## src/rtl/mcr_pkg.sv

```systemverilog
// Constants and types for the meter command and readout block
`default_nettype none

package mcr_pkg;
	// ----------------------------------------
	// Timing
	// ----------------------------------------
	localparam int CLK_MHZ = 250;
	localparam int DELAY_DC_MS = 0;
	localparam int DELAY_AC_MS = 500;
	localparam int DELAY_DC_CYC = DELAY_DC_MS * CLK_MHZ * 1000;
	localparam int DELAY_AC_CYC = DELAY_AC_MS * CLK_MHZ * 1000;
	localparam logic [19:0] APER_60HZ_US = 20'h0413c;
	localparam logic [19:0] APER_50HZ_US = 20'h04e20;
	localparam logic [3:0] LINE_CYC_RST = 4'h1;
	localparam logic [7:0] TRIG_COUNT_RST = 8'h01;
	localparam logic [7:0] SAMP_COUNT_RST = 8'h01;
	// ----------------------------------------
	// Output framing
	// ----------------------------------------
	localparam int FIFO_DEPTH = 16;
	localparam logic [3:0] ASCII_LEN = 4'hf;
	localparam logic [3:0] BYTES_REAL64 = 4'h8;
	localparam logic [3:0] BYTES_REAL32 = 4'h4;
	localparam logic [7:0] CH_HASH = 8'h23;
	localparam logic [7:0] CH_COMMA = 8'h2c;
	localparam logic [7:0] CH_LF = 8'h0a;
	localparam logic [7:0] CH_ZERO = 8'h30;
	localparam logic [119:0] ASCII_OVLD = 120'h202b392e393130303030452b303337;
	// ----------------------------------------
	// Types
	// ----------------------------------------
	typedef enum logic [2:0] {FN_DCV, FN_ACV, FN_RES,
		FN_FOUR_WIRE_RESISTANCE, FN_TEMP} mcr_func_e;
	typedef enum logic [1:0] {SRC_IMM, SRC_EXT, SRC_BUS} mcr_src_e;
	typedef enum logic [1:0] {FMT_ASCII, FMT_REAL64, FMT_REAL32} mcr_fmt_e;
	typedef enum logic [2:0] {CMD_NONE, CMD_MEASURE, CMD_CONFIGURE, CMD_SET,
		CMD_READ, CMD_INIT, CMD_BUS_TRIG} mcr_cmd_e;
	typedef enum logic [3:0] {PAR_RANGE, PAR_RES, PAR_APER, PAR_LINE_CYC,
		PAR_AUTOZERO, PAR_OFFSET_COMP, PAR_TRIG_SRC, PAR_TRIG_COUNT,
		PAR_DELAY, PAR_SAMP_COUNT, PAR_FORMAT} mcr_par_e;
	typedef enum logic [2:0] {ST_IDLE, ST_HEADER, ST_WAIT_TRIG, ST_DELAY,
		ST_SAMPLE, ST_EMIT} mcr_state_e;
	typedef struct packed {
		mcr_cmd_e op;
		mcr_func_e func;
		logic [7:0] range_code;
		logic range_auto;
		logic [7:0] res;
		logic res_given;
		logic has_chan_list;
		logic [5:0] chan_count;
		mcr_par_e par;
		logic [31:0] value;
	} mcr_cmd_s;
	typedef struct packed {
		mcr_func_e func;
		logic [7:0] range_code;
		logic range_auto;
		logic [7:0] res;
		logic [19:0] aper_us;
		logic [3:0] integration_line_cycles;
		logic autozero;
		logic offset_compensation_setting;
		mcr_src_e trig_src;
		logic [7:0] trig_count;
		logic [7:0] samp_count;
		logic delay_auto;
		logic [26:0] delay_cyc;
		mcr_fmt_e fmt;
		logic scanning;
		logic [5:0] chan_count;
	} mcr_cfg_s;
	typedef struct packed {
		logic [63:0] real64;
		logic [31:0] real32;
		logic [119:0] ascii;
		logic overload;
	} mcr_rdg_s;
	localparam mcr_cfg_s CFG_RST = '{func: FN_DCV, range_code: 8'h00,
		range_auto: 1'b1, res: 8'h00, aper_us: APER_60HZ_US,
		integration_line_cycles: LINE_CYC_RST, autozero: 1'b1,
		offset_compensation_setting: 1'b0, trig_src: SRC_IMM,
		trig_count: TRIG_COUNT_RST, samp_count: SAMP_COUNT_RST,
		delay_auto: 1'b1, delay_cyc: 27'h0000000, fmt: FMT_ASCII,
		scanning: 1'b0, chan_count: 6'h00};
endpackage

`default_nettype wire

```

## src/rtl/mcr_meter_top.sv

```systemverilog
// Command interpreter, trigger sequencer and readout of the meter
`default_nettype none

// ----------------------------------------
// Output byte buffer
// ----------------------------------------
module mcr_fifo #(
	parameter int WIDTH = 9,
	parameter int DEPTH = 16
)(
	input wire logic clk,
	input wire logic rst_n,
	input wire logic flush,
	input wire logic in_valid,
	output logic in_ready,
	input wire logic [WIDTH-1:0] in_data,
	output logic out_valid,
	input wire logic out_ready,
	output logic [WIDTH-1:0] out_data
);
	localparam int AW = $clog2(DEPTH);
	logic [WIDTH-1:0] mem_reg [DEPTH];
	logic [AW-1:0] wr_reg;
	logic [AW-1:0] rd_reg;
	logic [AW:0] cnt_reg;
	logic push;
	logic pop;
	assign in_ready = cnt_reg != (AW+1)'(DEPTH);
	assign out_valid = cnt_reg != '0;
	assign out_data = mem_reg[rd_reg];
	assign push = in_valid && in_ready;
	assign pop = out_valid && out_ready;
	always_ff @(posedge clk)
	begin
		if (push)
			mem_reg[wr_reg] <= in_data;
	end
	// Depth must be a power of two so the pointers wrap by themselves
	always_ff @(posedge clk)
	begin
		if (!rst_n || flush)
		begin
			wr_reg <= '0;
			rd_reg <= '0;
			cnt_reg <= '0;
		end
		else
		begin
			if (push)
				wr_reg <= wr_reg + 1'b1;
			if (pop)
				rd_reg <= rd_reg + 1'b1;
			cnt_reg <= cnt_reg + (AW+1)'(push) - (AW+1)'(pop);
		end
	end
endmodule

// ----------------------------------------
// Top
// ----------------------------------------
module mcr_meter_top #(
	parameter int DELAY_AC_CYC = mcr_pkg::DELAY_AC_CYC,
	parameter logic [63:0] OVLD_REAL64 = 64'h0,
	parameter logic [31:0] OVLD_REAL32 = 32'h0,
	parameter int FIFO_DEPTH = mcr_pkg::FIFO_DEPTH
)(
	input wire logic clk,
	input wire logic rst_n,
	input wire logic mains_50hz,
	input wire logic cmd_valid,
	output logic cmd_ready,
	input wire mcr_pkg::mcr_cmd_s cmd,
	input wire logic trig_ext,
	output mcr_pkg::mcr_cfg_s cfg,
	output logic ocomp_apply,
	output logic busy,
	output logic meas_start,
	input wire logic meas_done,
	input wire mcr_pkg::mcr_rdg_s rdg,
	output logic out_valid,
	input wire logic out_ready,
	output logic [7:0] out_byte,
	output logic out_eoi,
	output logic mem_wr,
	output logic [31:0] mem_data,
	output logic esr_dev_err,
	input wire logic esr_clear,
	output logic query_err
);
	mcr_pkg::mcr_state_e st_reg;
	mcr_pkg::mcr_cfg_s cfg_reg;
	mcr_pkg::mcr_cfg_s cfg_next;
	mcr_pkg::mcr_cfg_s cfg_use;
	mcr_pkg::mcr_rdg_s rdg_reg;
	logic to_out_reg;
	logic [7:0] trig_left_reg;
	logic [13:0] smp_left_reg;
	logic [26:0] delay_reg;
	logic [3:0] idx_reg;
	logic start_reg;
	logic mem_wr_reg;
	logic err_reg;
	logic qerr_reg;
	logic [31:0] bcd_reg;
	logic [3:0] ndig_reg;
	logic cmd_take;
	logic load;
	logic arm;
	logic bus_trig;
	logic trig_fire;
	logic last_rdg;
	logic rdg_fin;
	logic emit_valid;
	logic emit_take;
	logic emit_eoi;
	logic [7:0] emit_byte;
	logic [7:0] data_byte;
	logic [3:0] nbytes;
	logic [3:0] emit_last;
	logic [3:0] bi;
	logic [2:0] dsel;
	logic [5:0] chans;
	logic [13:0] per_trig;
	logic [24:0] total_bytes;
	logic [31:0] bcd_arm;
	logic [3:0] ndig_arm;
	logic [3:0] lc;
	logic [19:0] base_us;
	logic [26:0] delay_load;
	logic fifo_ready;
	logic fifo_flush;

	function automatic logic [31:0] mcr_to_bcd(input logic [24:0] bin);
		logic [31:0] bcd;
		bcd = '0;
		for (int i = 24; i >= 0; i--)
		begin
			for (int d = 0; d < 8; d++)
				if (bcd[4*d +: 4] > 4'h4)
					bcd[4*d +: 4] = bcd[4*d +: 4] + 4'h3;
			bcd = {bcd[30:0], bin[i]};
		end
		return bcd;
	endfunction

	// ----------------------------------------
	// Command decode and setup loading
	// ----------------------------------------
	assign cmd_ready = (st_reg == mcr_pkg::ST_IDLE) ||
		(st_reg == mcr_pkg::ST_WAIT_TRIG && cmd.op == mcr_pkg::CMD_BUS_TRIG);
	assign cmd_take = cmd_valid && cmd_ready;
	assign load = cmd_take && (cmd.op == mcr_pkg::CMD_MEASURE ||
		cmd.op == mcr_pkg::CMD_CONFIGURE);
	assign arm = cmd_take && (cmd.op == mcr_pkg::CMD_MEASURE ||
		cmd.op == mcr_pkg::CMD_READ || cmd.op == mcr_pkg::CMD_INIT);
	assign bus_trig = cmd_take && cmd.op == mcr_pkg::CMD_BUS_TRIG &&
		st_reg == mcr_pkg::ST_WAIT_TRIG;
	assign base_us = mains_50hz ? mcr_pkg::APER_50HZ_US :
		mcr_pkg::APER_60HZ_US;
	assign lc = !cmd.res_given ? mcr_pkg::LINE_CYC_RST :
		(cmd.res[3:0] == 4'h0 ? 4'h1 : cmd.res[3:0]);

	always_comb
	begin
		cfg_next = mcr_pkg::CFG_RST;
		cfg_next.func = cmd.func;
		cfg_next.range_code = cmd.range_code;
		cfg_next.range_auto = cmd.range_auto;
		cfg_next.res = cmd.res_given ? cmd.res :
			cmd.range_code + {4'h0, lc};
		cfg_next.integration_line_cycles = lc;
		cfg_next.aper_us = 20'(20'(lc) * base_us);
		cfg_next.scanning = cmd.has_chan_list;
		cfg_next.chan_count = cmd.chan_count;
		cfg_next.fmt = cfg_reg.fmt;
	end

	always_ff @(posedge clk)
	begin
		if (!rst_n)
			cfg_reg <= mcr_pkg::CFG_RST;
		else if (load)
			cfg_reg <= cfg_next;
		else if (cmd_take && cmd.op == mcr_pkg::CMD_SET)
		begin
			case (cmd.par)
			mcr_pkg::PAR_RANGE:
			begin
				cfg_reg.range_code <= cmd.value[7:0];
				cfg_reg.range_auto <= cmd.value[8];
			end
			mcr_pkg::PAR_RES: cfg_reg.res <= cmd.value[7:0];
			mcr_pkg::PAR_APER: cfg_reg.aper_us <= cmd.value[19:0];
			mcr_pkg::PAR_LINE_CYC:
				cfg_reg.integration_line_cycles <= cmd.value[3:0];
			mcr_pkg::PAR_AUTOZERO: cfg_reg.autozero <= cmd.value[0];
			mcr_pkg::PAR_OFFSET_COMP:
				cfg_reg.offset_compensation_setting <= cmd.value[0];
			mcr_pkg::PAR_TRIG_SRC:
				cfg_reg.trig_src <= mcr_pkg::mcr_src_e'(cmd.value[1:0]);
			mcr_pkg::PAR_TRIG_COUNT: cfg_reg.trig_count <= cmd.value[7:0];
			mcr_pkg::PAR_DELAY:
			begin
				cfg_reg.delay_auto <= cmd.value[27];
				cfg_reg.delay_cyc <= cmd.value[26:0];
			end
			mcr_pkg::PAR_SAMP_COUNT: cfg_reg.samp_count <= cmd.value[7:0];
			mcr_pkg::PAR_FORMAT:
				cfg_reg.fmt <= mcr_pkg::mcr_fmt_e'(cmd.value[1:0]);
			default: cfg_reg <= cfg_reg;
			endcase
		end
	end

	// Offset correction is meaningless outside resistance
	assign ocomp_apply = cfg_reg.offset_compensation_setting &&
		(cfg_reg.func == mcr_pkg::FN_RES ||
		cfg_reg.func == mcr_pkg::FN_FOUR_WIRE_RESISTANCE);

	// ----------------------------------------
	// Reading counts and block header length
	// ----------------------------------------
	assign cfg_use = load ? cfg_next : cfg_reg;
	assign chans = (cfg_use.scanning && cfg_use.chan_count != 6'h00) ?
		cfg_use.chan_count : 6'h01;
	assign per_trig = 14'(cfg_use.samp_count) * 14'(chans);
	assign total_bytes = 25'(25'(cfg_use.trig_count) * 25'(per_trig) *
		25'(cfg_use.fmt == mcr_pkg::FMT_REAL64 ? mcr_pkg::BYTES_REAL64 :
		mcr_pkg::BYTES_REAL32));
	assign bcd_arm = mcr_to_bcd(total_bytes);

	always_comb
	begin
		ndig_arm = 4'h1;
		for (int d = 1; d < 8; d++)
			if (bcd_arm[4*d +: 4] != 4'h0)
				ndig_arm = 4'(d + 1);
	end

	always_ff @(posedge clk)
	begin
		if (!rst_n)
		begin
			bcd_reg <= '0;
			ndig_reg <= 4'h1;
		end
		else if (arm)
		begin
			bcd_reg <= bcd_arm;
			ndig_reg <= ndig_arm;
		end
	end

	// ----------------------------------------
	// Trigger sequence
	// ----------------------------------------
	assign trig_fire = cfg_reg.trig_src == mcr_pkg::SRC_IMM ||
		(cfg_reg.trig_src == mcr_pkg::SRC_EXT && trig_ext) ||
		(cfg_reg.trig_src == mcr_pkg::SRC_BUS && bus_trig);
	assign delay_load = !cfg_reg.delay_auto ? cfg_reg.delay_cyc :
		(cfg_reg.func == mcr_pkg::FN_ACV ? 27'(DELAY_AC_CYC) :
		27'(mcr_pkg::DELAY_DC_CYC));
	assign last_rdg = smp_left_reg == 14'h1 && trig_left_reg == 8'h01;
	assign rdg_fin = (st_reg == mcr_pkg::ST_SAMPLE && meas_done &&
		!to_out_reg) || (st_reg == mcr_pkg::ST_EMIT && emit_take &&
		idx_reg == emit_last);

	always_ff @(posedge clk)
	begin
		if (!rst_n)
		begin
			st_reg <= mcr_pkg::ST_IDLE;
			to_out_reg <= 1'b0;
			trig_left_reg <= '0;
			smp_left_reg <= '0;
			delay_reg <= '0;
			idx_reg <= '0;
			start_reg <= 1'b0;
			mem_wr_reg <= 1'b0;
		end
		else
		begin
			start_reg <= 1'b0;
			mem_wr_reg <= 1'b0;
			case (st_reg)
			mcr_pkg::ST_IDLE:
				if (arm)
				begin
					to_out_reg <= cmd.op != mcr_pkg::CMD_INIT;
					trig_left_reg <= cfg_use.trig_count;
					smp_left_reg <= per_trig;
					idx_reg <= '0;
					st_reg <= (cmd.op != mcr_pkg::CMD_INIT &&
						cfg_use.fmt != mcr_pkg::FMT_ASCII) ?
						mcr_pkg::ST_HEADER : mcr_pkg::ST_WAIT_TRIG;
				end
			mcr_pkg::ST_HEADER:
				if (emit_take && idx_reg == ndig_reg + 4'h1)
				begin
					idx_reg <= '0;
					st_reg <= mcr_pkg::ST_WAIT_TRIG;
				end
				else if (emit_take)
					idx_reg <= idx_reg + 4'h1;
			mcr_pkg::ST_WAIT_TRIG:
				if (trig_fire)
				begin
					delay_reg <= delay_load;
					st_reg <= mcr_pkg::ST_DELAY;
				end
			mcr_pkg::ST_DELAY:
				if (delay_reg == '0)
				begin
					start_reg <= 1'b1;
					st_reg <= mcr_pkg::ST_SAMPLE;
				end
				else
					delay_reg <= delay_reg - 27'h1;
			mcr_pkg::ST_SAMPLE:
				if (meas_done && to_out_reg)
				begin
					idx_reg <= '0;
					st_reg <= mcr_pkg::ST_EMIT;
				end
				else if (meas_done)
					mem_wr_reg <= 1'b1;
			mcr_pkg::ST_EMIT:
				if (emit_take)
					idx_reg <= idx_reg + 4'h1;
			default: st_reg <= mcr_pkg::ST_IDLE;
			endcase
			// Scan restarts at once; a new trigger only after a full pass
			if (rdg_fin)
			begin
				idx_reg <= '0;
				if (smp_left_reg > 14'h1)
				begin
					smp_left_reg <= smp_left_reg - 14'h1;
					start_reg <= 1'b1;
					st_reg <= mcr_pkg::ST_SAMPLE;
				end
				else if (trig_left_reg > 8'h01)
				begin
					trig_left_reg <= trig_left_reg - 8'h01;
					smp_left_reg <= per_trig;
					st_reg <= mcr_pkg::ST_WAIT_TRIG;
				end
				else
					st_reg <= mcr_pkg::ST_IDLE;
			end
		end
	end

	// ----------------------------------------
	// Reading capture and overload
	// ----------------------------------------
	always_ff @(posedge clk)
	begin
		if (!rst_n)
			rdg_reg <= '0;
		else if (st_reg == mcr_pkg::ST_SAMPLE && meas_done)
		begin
			rdg_reg <= rdg;
			if (rdg.overload && cfg_reg.func == mcr_pkg::FN_TEMP)
			begin
				rdg_reg.ascii <= mcr_pkg::ASCII_OVLD;
				rdg_reg.real64 <= OVLD_REAL64;
				rdg_reg.real32 <= OVLD_REAL32;
			end
		end
	end

	// Set beats clear so an overload in the clearing cycle survives
	always_ff @(posedge clk)
	begin
		if (!rst_n)
			err_reg <= 1'b0;
		else if (st_reg == mcr_pkg::ST_SAMPLE && meas_done && rdg.overload)
			err_reg <= 1'b1;
		else if (esr_clear)
			err_reg <= 1'b0;
	end

	// Unread answer is dropped when any command other than a bus trigger comes in
	assign fifo_flush = cmd_take && out_valid &&
		cmd.op != mcr_pkg::CMD_BUS_TRIG;
	always_ff @(posedge clk)
	begin
		if (!rst_n)
			qerr_reg <= 1'b0;
		else
			qerr_reg <= fifo_flush;
	end

	// ----------------------------------------
	// Byte framing
	// ----------------------------------------
	assign nbytes = cfg_reg.fmt == mcr_pkg::FMT_ASCII ? mcr_pkg::ASCII_LEN :
		(cfg_reg.fmt == mcr_pkg::FMT_REAL64 ? mcr_pkg::BYTES_REAL64 :
		mcr_pkg::BYTES_REAL32);
	assign emit_last = (cfg_reg.fmt == mcr_pkg::FMT_ASCII || last_rdg) ?
		nbytes : nbytes - 4'h1;
	assign bi = nbytes - 4'h1 - idx_reg;
	assign dsel = 3'(ndig_reg + 4'h1 - idx_reg);
	assign emit_take = emit_valid && fifo_ready;

	always_comb
	begin
		case (cfg_reg.fmt)
		mcr_pkg::FMT_REAL64: data_byte = rdg_reg.real64[8*bi[2:0] +: 8];
		mcr_pkg::FMT_REAL32: data_byte = rdg_reg.real32[8*bi[1:0] +: 8];
		default: data_byte = rdg_reg.ascii[8*bi +: 8];
		endcase
	end

	always_comb
	begin
		emit_valid = 1'b0;
		emit_byte = mcr_pkg::CH_LF;
		emit_eoi = 1'b0;
		if (st_reg == mcr_pkg::ST_HEADER)
		begin
			emit_valid = 1'b1;
			if (idx_reg == 4'h0)
				emit_byte = mcr_pkg::CH_HASH;
			else if (idx_reg == 4'h1)
				emit_byte = mcr_pkg::CH_ZERO + {4'h0, ndig_reg};
			else
				emit_byte = mcr_pkg::CH_ZERO + {4'h0, bcd_reg[4*dsel +: 4]};
		end
		else if (st_reg == mcr_pkg::ST_EMIT)
		begin
			emit_valid = 1'b1;
			if (idx_reg < nbytes)
				emit_byte = data_byte;
			else if (cfg_reg.fmt == mcr_pkg::FMT_ASCII && !last_rdg)
				emit_byte = mcr_pkg::CH_COMMA;
			else
				emit_eoi = 1'b1;
		end
	end

	mcr_fifo #(
		.WIDTH(9),
		.DEPTH(FIFO_DEPTH)
	) u_fifo (
		.clk(clk),
		.rst_n(rst_n),
		.flush(fifo_flush),
		.in_valid(emit_valid),
		.in_ready(fifo_ready),
		.in_data({emit_eoi, emit_byte}),
		.out_valid(out_valid),
		.out_ready(out_ready),
		.out_data({out_eoi, out_byte})
	);

	assign cfg = cfg_reg;
	assign busy = st_reg != mcr_pkg::ST_IDLE;
	assign meas_start = start_reg;
	assign mem_wr = mem_wr_reg;
	assign mem_data = rdg_reg.real32;
	assign esr_dev_err = err_reg;
	assign query_err = qerr_reg;
endmodule

`default_nettype wire

```

## config.mk

```make
export PLATFORM = sky130hd
export DESIGN_NAME = mcr_meter_top
export DESIGN_NICKNAME = d
export VERILOG_FILES = /design/src/rtl/mcr_pkg.sv /design/src/rtl/mcr_meter_top.sv
export SDC_FILE = /design/constraint.sdc
export NUM_CORES = 2
export LEC_CHECK = 0
export BUFFER_PORTS_ARGS = -buffer_cell sky130_fd_sc_hd__buf_2
export CAP_MARGIN = 30
export CORE_MARGIN = 2
export CORE_UTILIZATION = 55
export DETAILED_ROUTE_END_ITERATION = 10
export GPL_TIMING_DRIVEN = 0
export PLACE_DENSITY = 0.75
export SYNTH_ARGS = -nofsm -noshare
export SYNTH_HDL_FRONTEND = slang
export SYNTH_SLANG_ARGS = --single-unit
```

## constraint.sdc

```tcl
create_clock -name clk -period 42 [get_ports clk]
set_input_delay 6.3 -clock clk [delete_from_list [all_inputs] [get_ports clk]]
set_output_delay 6.3 -clock clk [all_outputs]
set_load 0.02 [all_outputs]
```

## After elaboration in Yosys (flattened, before gate mapping)

Memories as Yosys holds them, arrays and structs flattened. A register that Yosys moved wholly into a read port is not among the register bits.
Index checks and enable logic that the tools add are counted.

- Add/subtract/negate cells: 107
- Multipliers: 4
- $lt $le $gt $ge: 95
- Equality and inequality tests: 48
- Shifts and indexed selects: 4
- Mux-type cells: 177
- Bitwise gates (word level): 3
- Reduce and logical (&&, ||, !) cells: 83

Operators by type and width:

| cell | count |
|---|---|
| $mux W4 | 110 |
| $add A4 B2 Y4 const B | 84 |
| $gt A4 B3 Y1 const B | 84 |
| $mux W216 | 1 |
| $shiftx A120 B8 Y8 | 1 |
| $mux W27 | 4 |
| $mux W101 | 1 |
| $mux W98 | 1 |
| $mux W8 | 12 |
| $mux W14 | 5 |
| $shiftx A64 B7 Y8 | 1 |
| $pmux W27 S2 | 1 |
| $mux W53 | 1 |
| $reduce_bool A4 Y1 | 8 |
| $shiftx A32 B6 Y4 | 1 |
| $shiftx A32 B6 Y8 | 1 |
| $add A3 B2 Y4 const B | 7 |
| $mux W28 | 1 |
| $logic_not A27 Y1 | 1 |
| $sub A27 B1 Y27 const B | 1 |
| $logic_and A1 B1 Y1 | 26 |
| $mul A22 B4 Y25 | 1 |
| $gt A3 B3 Y1 const B | 8 |
| $mux W3 | 8 |
| other kinds (59) | 152 |

- Flip-flop bits (word level): 427
- RAM bits: 144
- Bits of input ports: 292
- Output and inout bits: 150
- Word-level logic and storage cells: 556
- Memories: 1

Memories:

| memory | depth | width | rd ports | clocked after memory_dff | write ports | RTL line | text |
|---|---|---|---|---|---|---|---|
| u_fifo.mem_reg | 16 | 9 | 1 | 1 | 1 | mcr_meter_top.sv:22 | `logic [WIDTH-1:0] mem_reg [DEPTH];` |

## Depth between registers and ports, before layout

- Depth after elaboration: 64
- Depth in mapped cells: 175
- Depth with buffers taken out: 163

## By module

A second synthesis with hierarchy kept.

- Cells, all modules: 5,598
- Area total of the unflattened synthesis: 47,524.3 µm²

Modules (own cells, without submodules):

| module | instances | cells an instance | area an instance (µm²) | seq. area each (µm²) |
|---|---|---|---|---|
| mcr_meter_top | 1 | 5,264 | 41,093.2 | 8,267.9 |
| mcr_fifo | 1 | 334 | 6,431.2 | 4,664.5 |

## Least setup slack after synthesis

No wires, ideal clock.

- Path type: input port to flip-flop
- From: in cmd[64] in the netlist's numbering
- To: reg ndig_reg[1]
- Setup time: 0.070 ns
- Data arrival time: 38.836 ns
- Required time: 41.930 ns
- Slack: 3.093 ns
- Stages on the path: 162
- Buffers on the path: 13
- Cell sequence: clkbuf_1 -> xor2_1 -> nand2_1 -> clkbuf_1 -> clkbuf_1 -> and3_1 -> clkbuf_1 -> nand2_1 -> fa_1 -> inv_1 -> ha_1 -> inv_1 -> fa_1 -> inv_1 -> ha_1 -> a21o_1 -> a21oi_1 -> o21bai_1 -> [... 126 more ...] -> ha_1 -> inv_1 -> a31o_1 -> xor2_1 -> ha_1 -> or3_1 -> a221oi_1 -> xor2_1 -> ha_1 -> or2_2 -> a221oi_1 -> nand2_1 -> mux2_2 -> nor3_1 -> nand3b_1 -> o21ai_0 -> o21ai_1 -> a21oi_1

- Cells in the longest elaborated chain, start to end: 64
- Elaborated cells on any way between the ends: 310
- Those cells by class: add/sub: 92; mul: 3; order compare: 92; eq/ne: 5; mux: 101; reduce/logical: 17

Ends and longest elaborated chain:

| item | RTL line | text |
|---|---|---|
| from (decl) | mcr_meter_top.sv:72 | `input wire mcr_pkg::mcr_cmd_s cmd,` |
| $eq A3 B3 Y1 | mcr_meter_top.sv:150 | `(st_reg == mcr_pkg::ST_WAIT_TRIG && cmd.op == mcr_pkg::CMD_BUS_TRIG);` |
| $logic_and A1 B1 Y1 | mcr_meter_top.sv:150 |  |
| $logic_or A1 B1 Y1 | mcr_meter_top.sv:149 | `assign cmd_ready = (st_reg == mcr_pkg::ST_IDLE) \|\|` |
| $logic_and A1 B1 Y1 | mcr_meter_top.sv:151 | `assign cmd_take = cmd_valid && cmd_ready;` |
| $logic_and A1 B1 Y1 | mcr_meter_top.sv:152 | `assign load = cmd_take && (cmd.op == mcr_pkg::CMD_MEASURE \|\|` |
| $mux W53 | mcr_meter_top.sv:223 | `assign cfg_use = load ? cfg_next : cfg_reg;` |
| $reduce_bool A6 Y1 | mcr_meter_top.sv:224 | `assign chans = (cfg_use.scanning && cfg_use.chan_count != 6'h00) ?` |
| $logic_and A1 B1 Y1 | mcr_meter_top.sv:224 |  |
| [... 43 more ...] | n/a |  |
| $mux W4 | mcr_meter_top.sv:139 | `if (bcd[4*d +: 4] > 4'h4)` |
| $add A4 B2 Y4 or $gt A4 B3 Y1 (tied branches) | mcr_meter_top.sv:140, mcr_meter_top.sv:139 |  |
| $mux W4 | mcr_meter_top.sv:139 |  |
| $add A4 B2 Y4 or $gt A4 B3 Y1 (tied branches) | mcr_meter_top.sv:140, mcr_meter_top.sv:139 |  |
| $mux W4 | mcr_meter_top.sv:139 |  |
| $reduce_bool A4 Y1 | mcr_meter_top.sv:236 | `if (bcd_arm[4*d +: 4] != 4'h0)` |
| $mux W2 | mcr_meter_top.sv:236 |  |
| $mux W4 (6 in a row) | mcr_meter_top.sv:236 |  |
| to (signal assigned) | mcr_meter_top.sv:250 | `ndig_reg <= ndig_arm;` |
| to (decl) | mcr_meter_top.sv:105 | `logic [3:0] ndig_reg;` |

Several ways; a longest one is shown, not always the timed one.
A chain may end at the register's enable or synchronous reset.

## Worst setup path in the final report

Same ends and word-level chain as after synthesis.

==> results.toml <==
[grt]
top_usage_layer = "met2"
grt_usage = 0.337
grtUsageMet2 = 0.541
grt_pass1_wl_mm = 238
grt_pass1_vias = 43500
grt-ovfl-total = 0
grt_use_met1 = 0.445
grt_max_degree = 20
antenna_found_initial = 37
grtUsageMet3 = 0.0578

[floorplanning]
die-area_mm2 = 0.0879
fp.dieW_um = 297
die_h_um = 297
io_pins = 442
floorplan.initialDensity = 0.554
rows = 107
core_region_area_mm2 = 0.0850

[layout]
nFillCells = 7387
drive_above_1_share = 0.177
ff_latch_area_mm2 = 0.0129
syn_to_final_growth_pct = 14.2
design_area_mm2 = 0.0538
final_common_cell = "nor2_1"
final_cell_mix = "nor2_1 (619), nand2_1 (503), buf_2 (468)"
multiInputGateArea_mm2 = 0.0321
nets = 6717
largest_reg_flops = 184

[clocking]
cts_buffer_depth = 3
cts-htree-levels = 2
root_buffer = "clkbuf_16"
cts_made_buffers = 60
numClockSinks = 574
clock_latency_ns = 0.67
clkTransAtPathRegs_ns = 0.06
postCtsHoldBufs = 0
cts_tree = "yes"

[routing]
routedWlPerCell_um = 21.2
viasPerCell = 6.40
drtAntennaViolNets = 0
via_count = 46700
dr.pass1.iters = 7
postRouteWirelength_mm = 154
initialDrtViolationCount = 5244
drc = 0

[setup_path]
path_delay_family = "compound AO/OA/AOI/OAI gates"
reg2reg_slack_ns = 6.79
r2r_start = "st_reg[2]"
cp-endpoint = "ndig_reg[1]"
cp.arrival_ns = 40.57
cpMaxStageDelayCell = "or4_1"
required_ns = 42.54
rr_endpoint = "ndig_reg[1]"
endpoint_kind = "flip-flop"
path_depth = 155
path_class = "in -> reg"
ff2ff_path_depth = 157
critPathMaxStageDelay_ns = 0.56
startpoint = "cmd[64]"
crit_top_cell = "ha_1"
crit_path_start_kind = "primary input"
path_buf_inv = 25
crit_path_max_fanout = 10

[sta]
fin_crit_sh = 0.953
worst_slack_ns = 1.97
finalSetupViolCount = 0
worst_slew_pin_slew_ns = 1.07
finalHoldViolations = 0
max_freq_mhz = 25.0
finClkSkew_ns = 0.0567
drv_slew = 0
slew_headroom = 0.286
min_period_ns = 40.03

[job]
drv_cap = 0

[synth]
ys_seq_elements = 574
ys_seq_area_frac = 0.275
async_flop_share = 0
syn_area_per_cell_um2 = 8.52
synth_cells = 5526
yosysWarnings = 0
synth_cell_type_count = 137
ys.flop_type = "dfxtp_1"
synth-edff-count = 144
synth_area_mm2 = 0.0471

[placement]
dpl.hpwl_mm = 117
gp_congestion = 0.977
placed_area_mm2 = 0.0509
dpl_worst_slack_ns = -3.17
io_buffer_count = 432

[min_path]
min_from = "bcd_reg[18]"
hp-class = "reg -> reg"

[run_status]
outcome = "finished clean"
[area by class of cell]
class,count,area share
diodes,35,0.00163
plain buffers,338,0.0276
clock buffers,79,0.0319
clock inverters,30,0.00722
inverters,301,0.0212
multi-input cells,4323,0.597
flip-flops and latches,574,0.241
well taps,1144,0.0266
repair buffers,466,0.0458
[worst register-to-register path: cells and delay by family, from the launching register on]
family / cells / cell delay, ns
xor gates and xnor gates: 9 / 1.69
muxes: 6 / 1.62
adders and majority gates: 32 / 10.14
buffers and inverters: 25 / 3.21
and+or+nand+nor: 32 / 7.58
DFF: 1 / 0.29
AOI/OAI and AO/OA: 53 / 10.60
[worst min-delay path by stage]
stage	end	cells after the start
2_1_floorplan	bcd_reg[1]	2
3_3_place_gp	bcd_reg[22]	2
3_5_place_dp	bcd_reg[18]	2
4_1_cts	bcd_reg[18]	2
5_1_grt	bcd_reg[18]	2
6_report	bcd_reg[18]	2
[per-layer routing]
metal	vias up	routed length, µm
met5	-	92
met4	14	7180
met3	435	13300
met2	2334	70800
met1	22300	63000
li1	21600	-
[cell families (layout without fill, tap and decap cells)]
logic type / Yosys count / in the layout / share of synthesized area
XOR/XNOR: 157 / 157 / 0.0317
flip-flops: 574 / 574 / 0.275
AND/OR/NAND/NOR: 1884 / 1884 / 0.187
adder cells (fa/ha/maj): 362 / 362 / 0.114
other: 2 / 57 / 0.000160
buffers and inverters: 649 / 1214 / 0.0561
AO/OA/AOI/OAI: 1604 / 1604 / 0.244
multiplexers: 294 / 294 / 0.0923
[metrics by stage]
stage                util  TNS (ns)  hold WS (ns)  std cells
finish              0.632         0         0.457       7290
global route        0.632    -0.128         0.470       7281
CTS                 0.626         0         0.454       7245
detailed placement  0.599    -36.85         0.446       7136
global placement    0.597    -28.32         0.436       7122
floorplan               -         0         0.429       5546
[cells in the mapped netlist, types with 73 or more instances]
cell type  instances  area (µm²)
clkbuf_1         247         927
and3_1            82         513
inv_1            296        1110
o21ai_0          231        1160
nor2_1           623        2340
nor3_1           132         661
nand2_1          506        1900
a22oi_1          195        1460
xnor2_1           93         815
o211ai_1          73         548
a21oi_1          341        1710
ha_1             252        3150
fa_1             109        2180
edfxtp_1         144        4320
nand3_1          153         766
mux2i_1          128        1280
dfxtp_1          430        8610
mux4_2           102        2300
[timing repair]
item / 4_1_cts / 5_1_grt
endpoints found under the hold margin: 0 / 0
pin swaps: 2 / 11
buffers inserted: 3 / 13
gates resized for setup: 37 / 75
endpoints found under the setup margin: 20 / 30
Power is not shown: default switching activity piles up to over one toggle a cycle in this logic, so the estimate is an artifact.
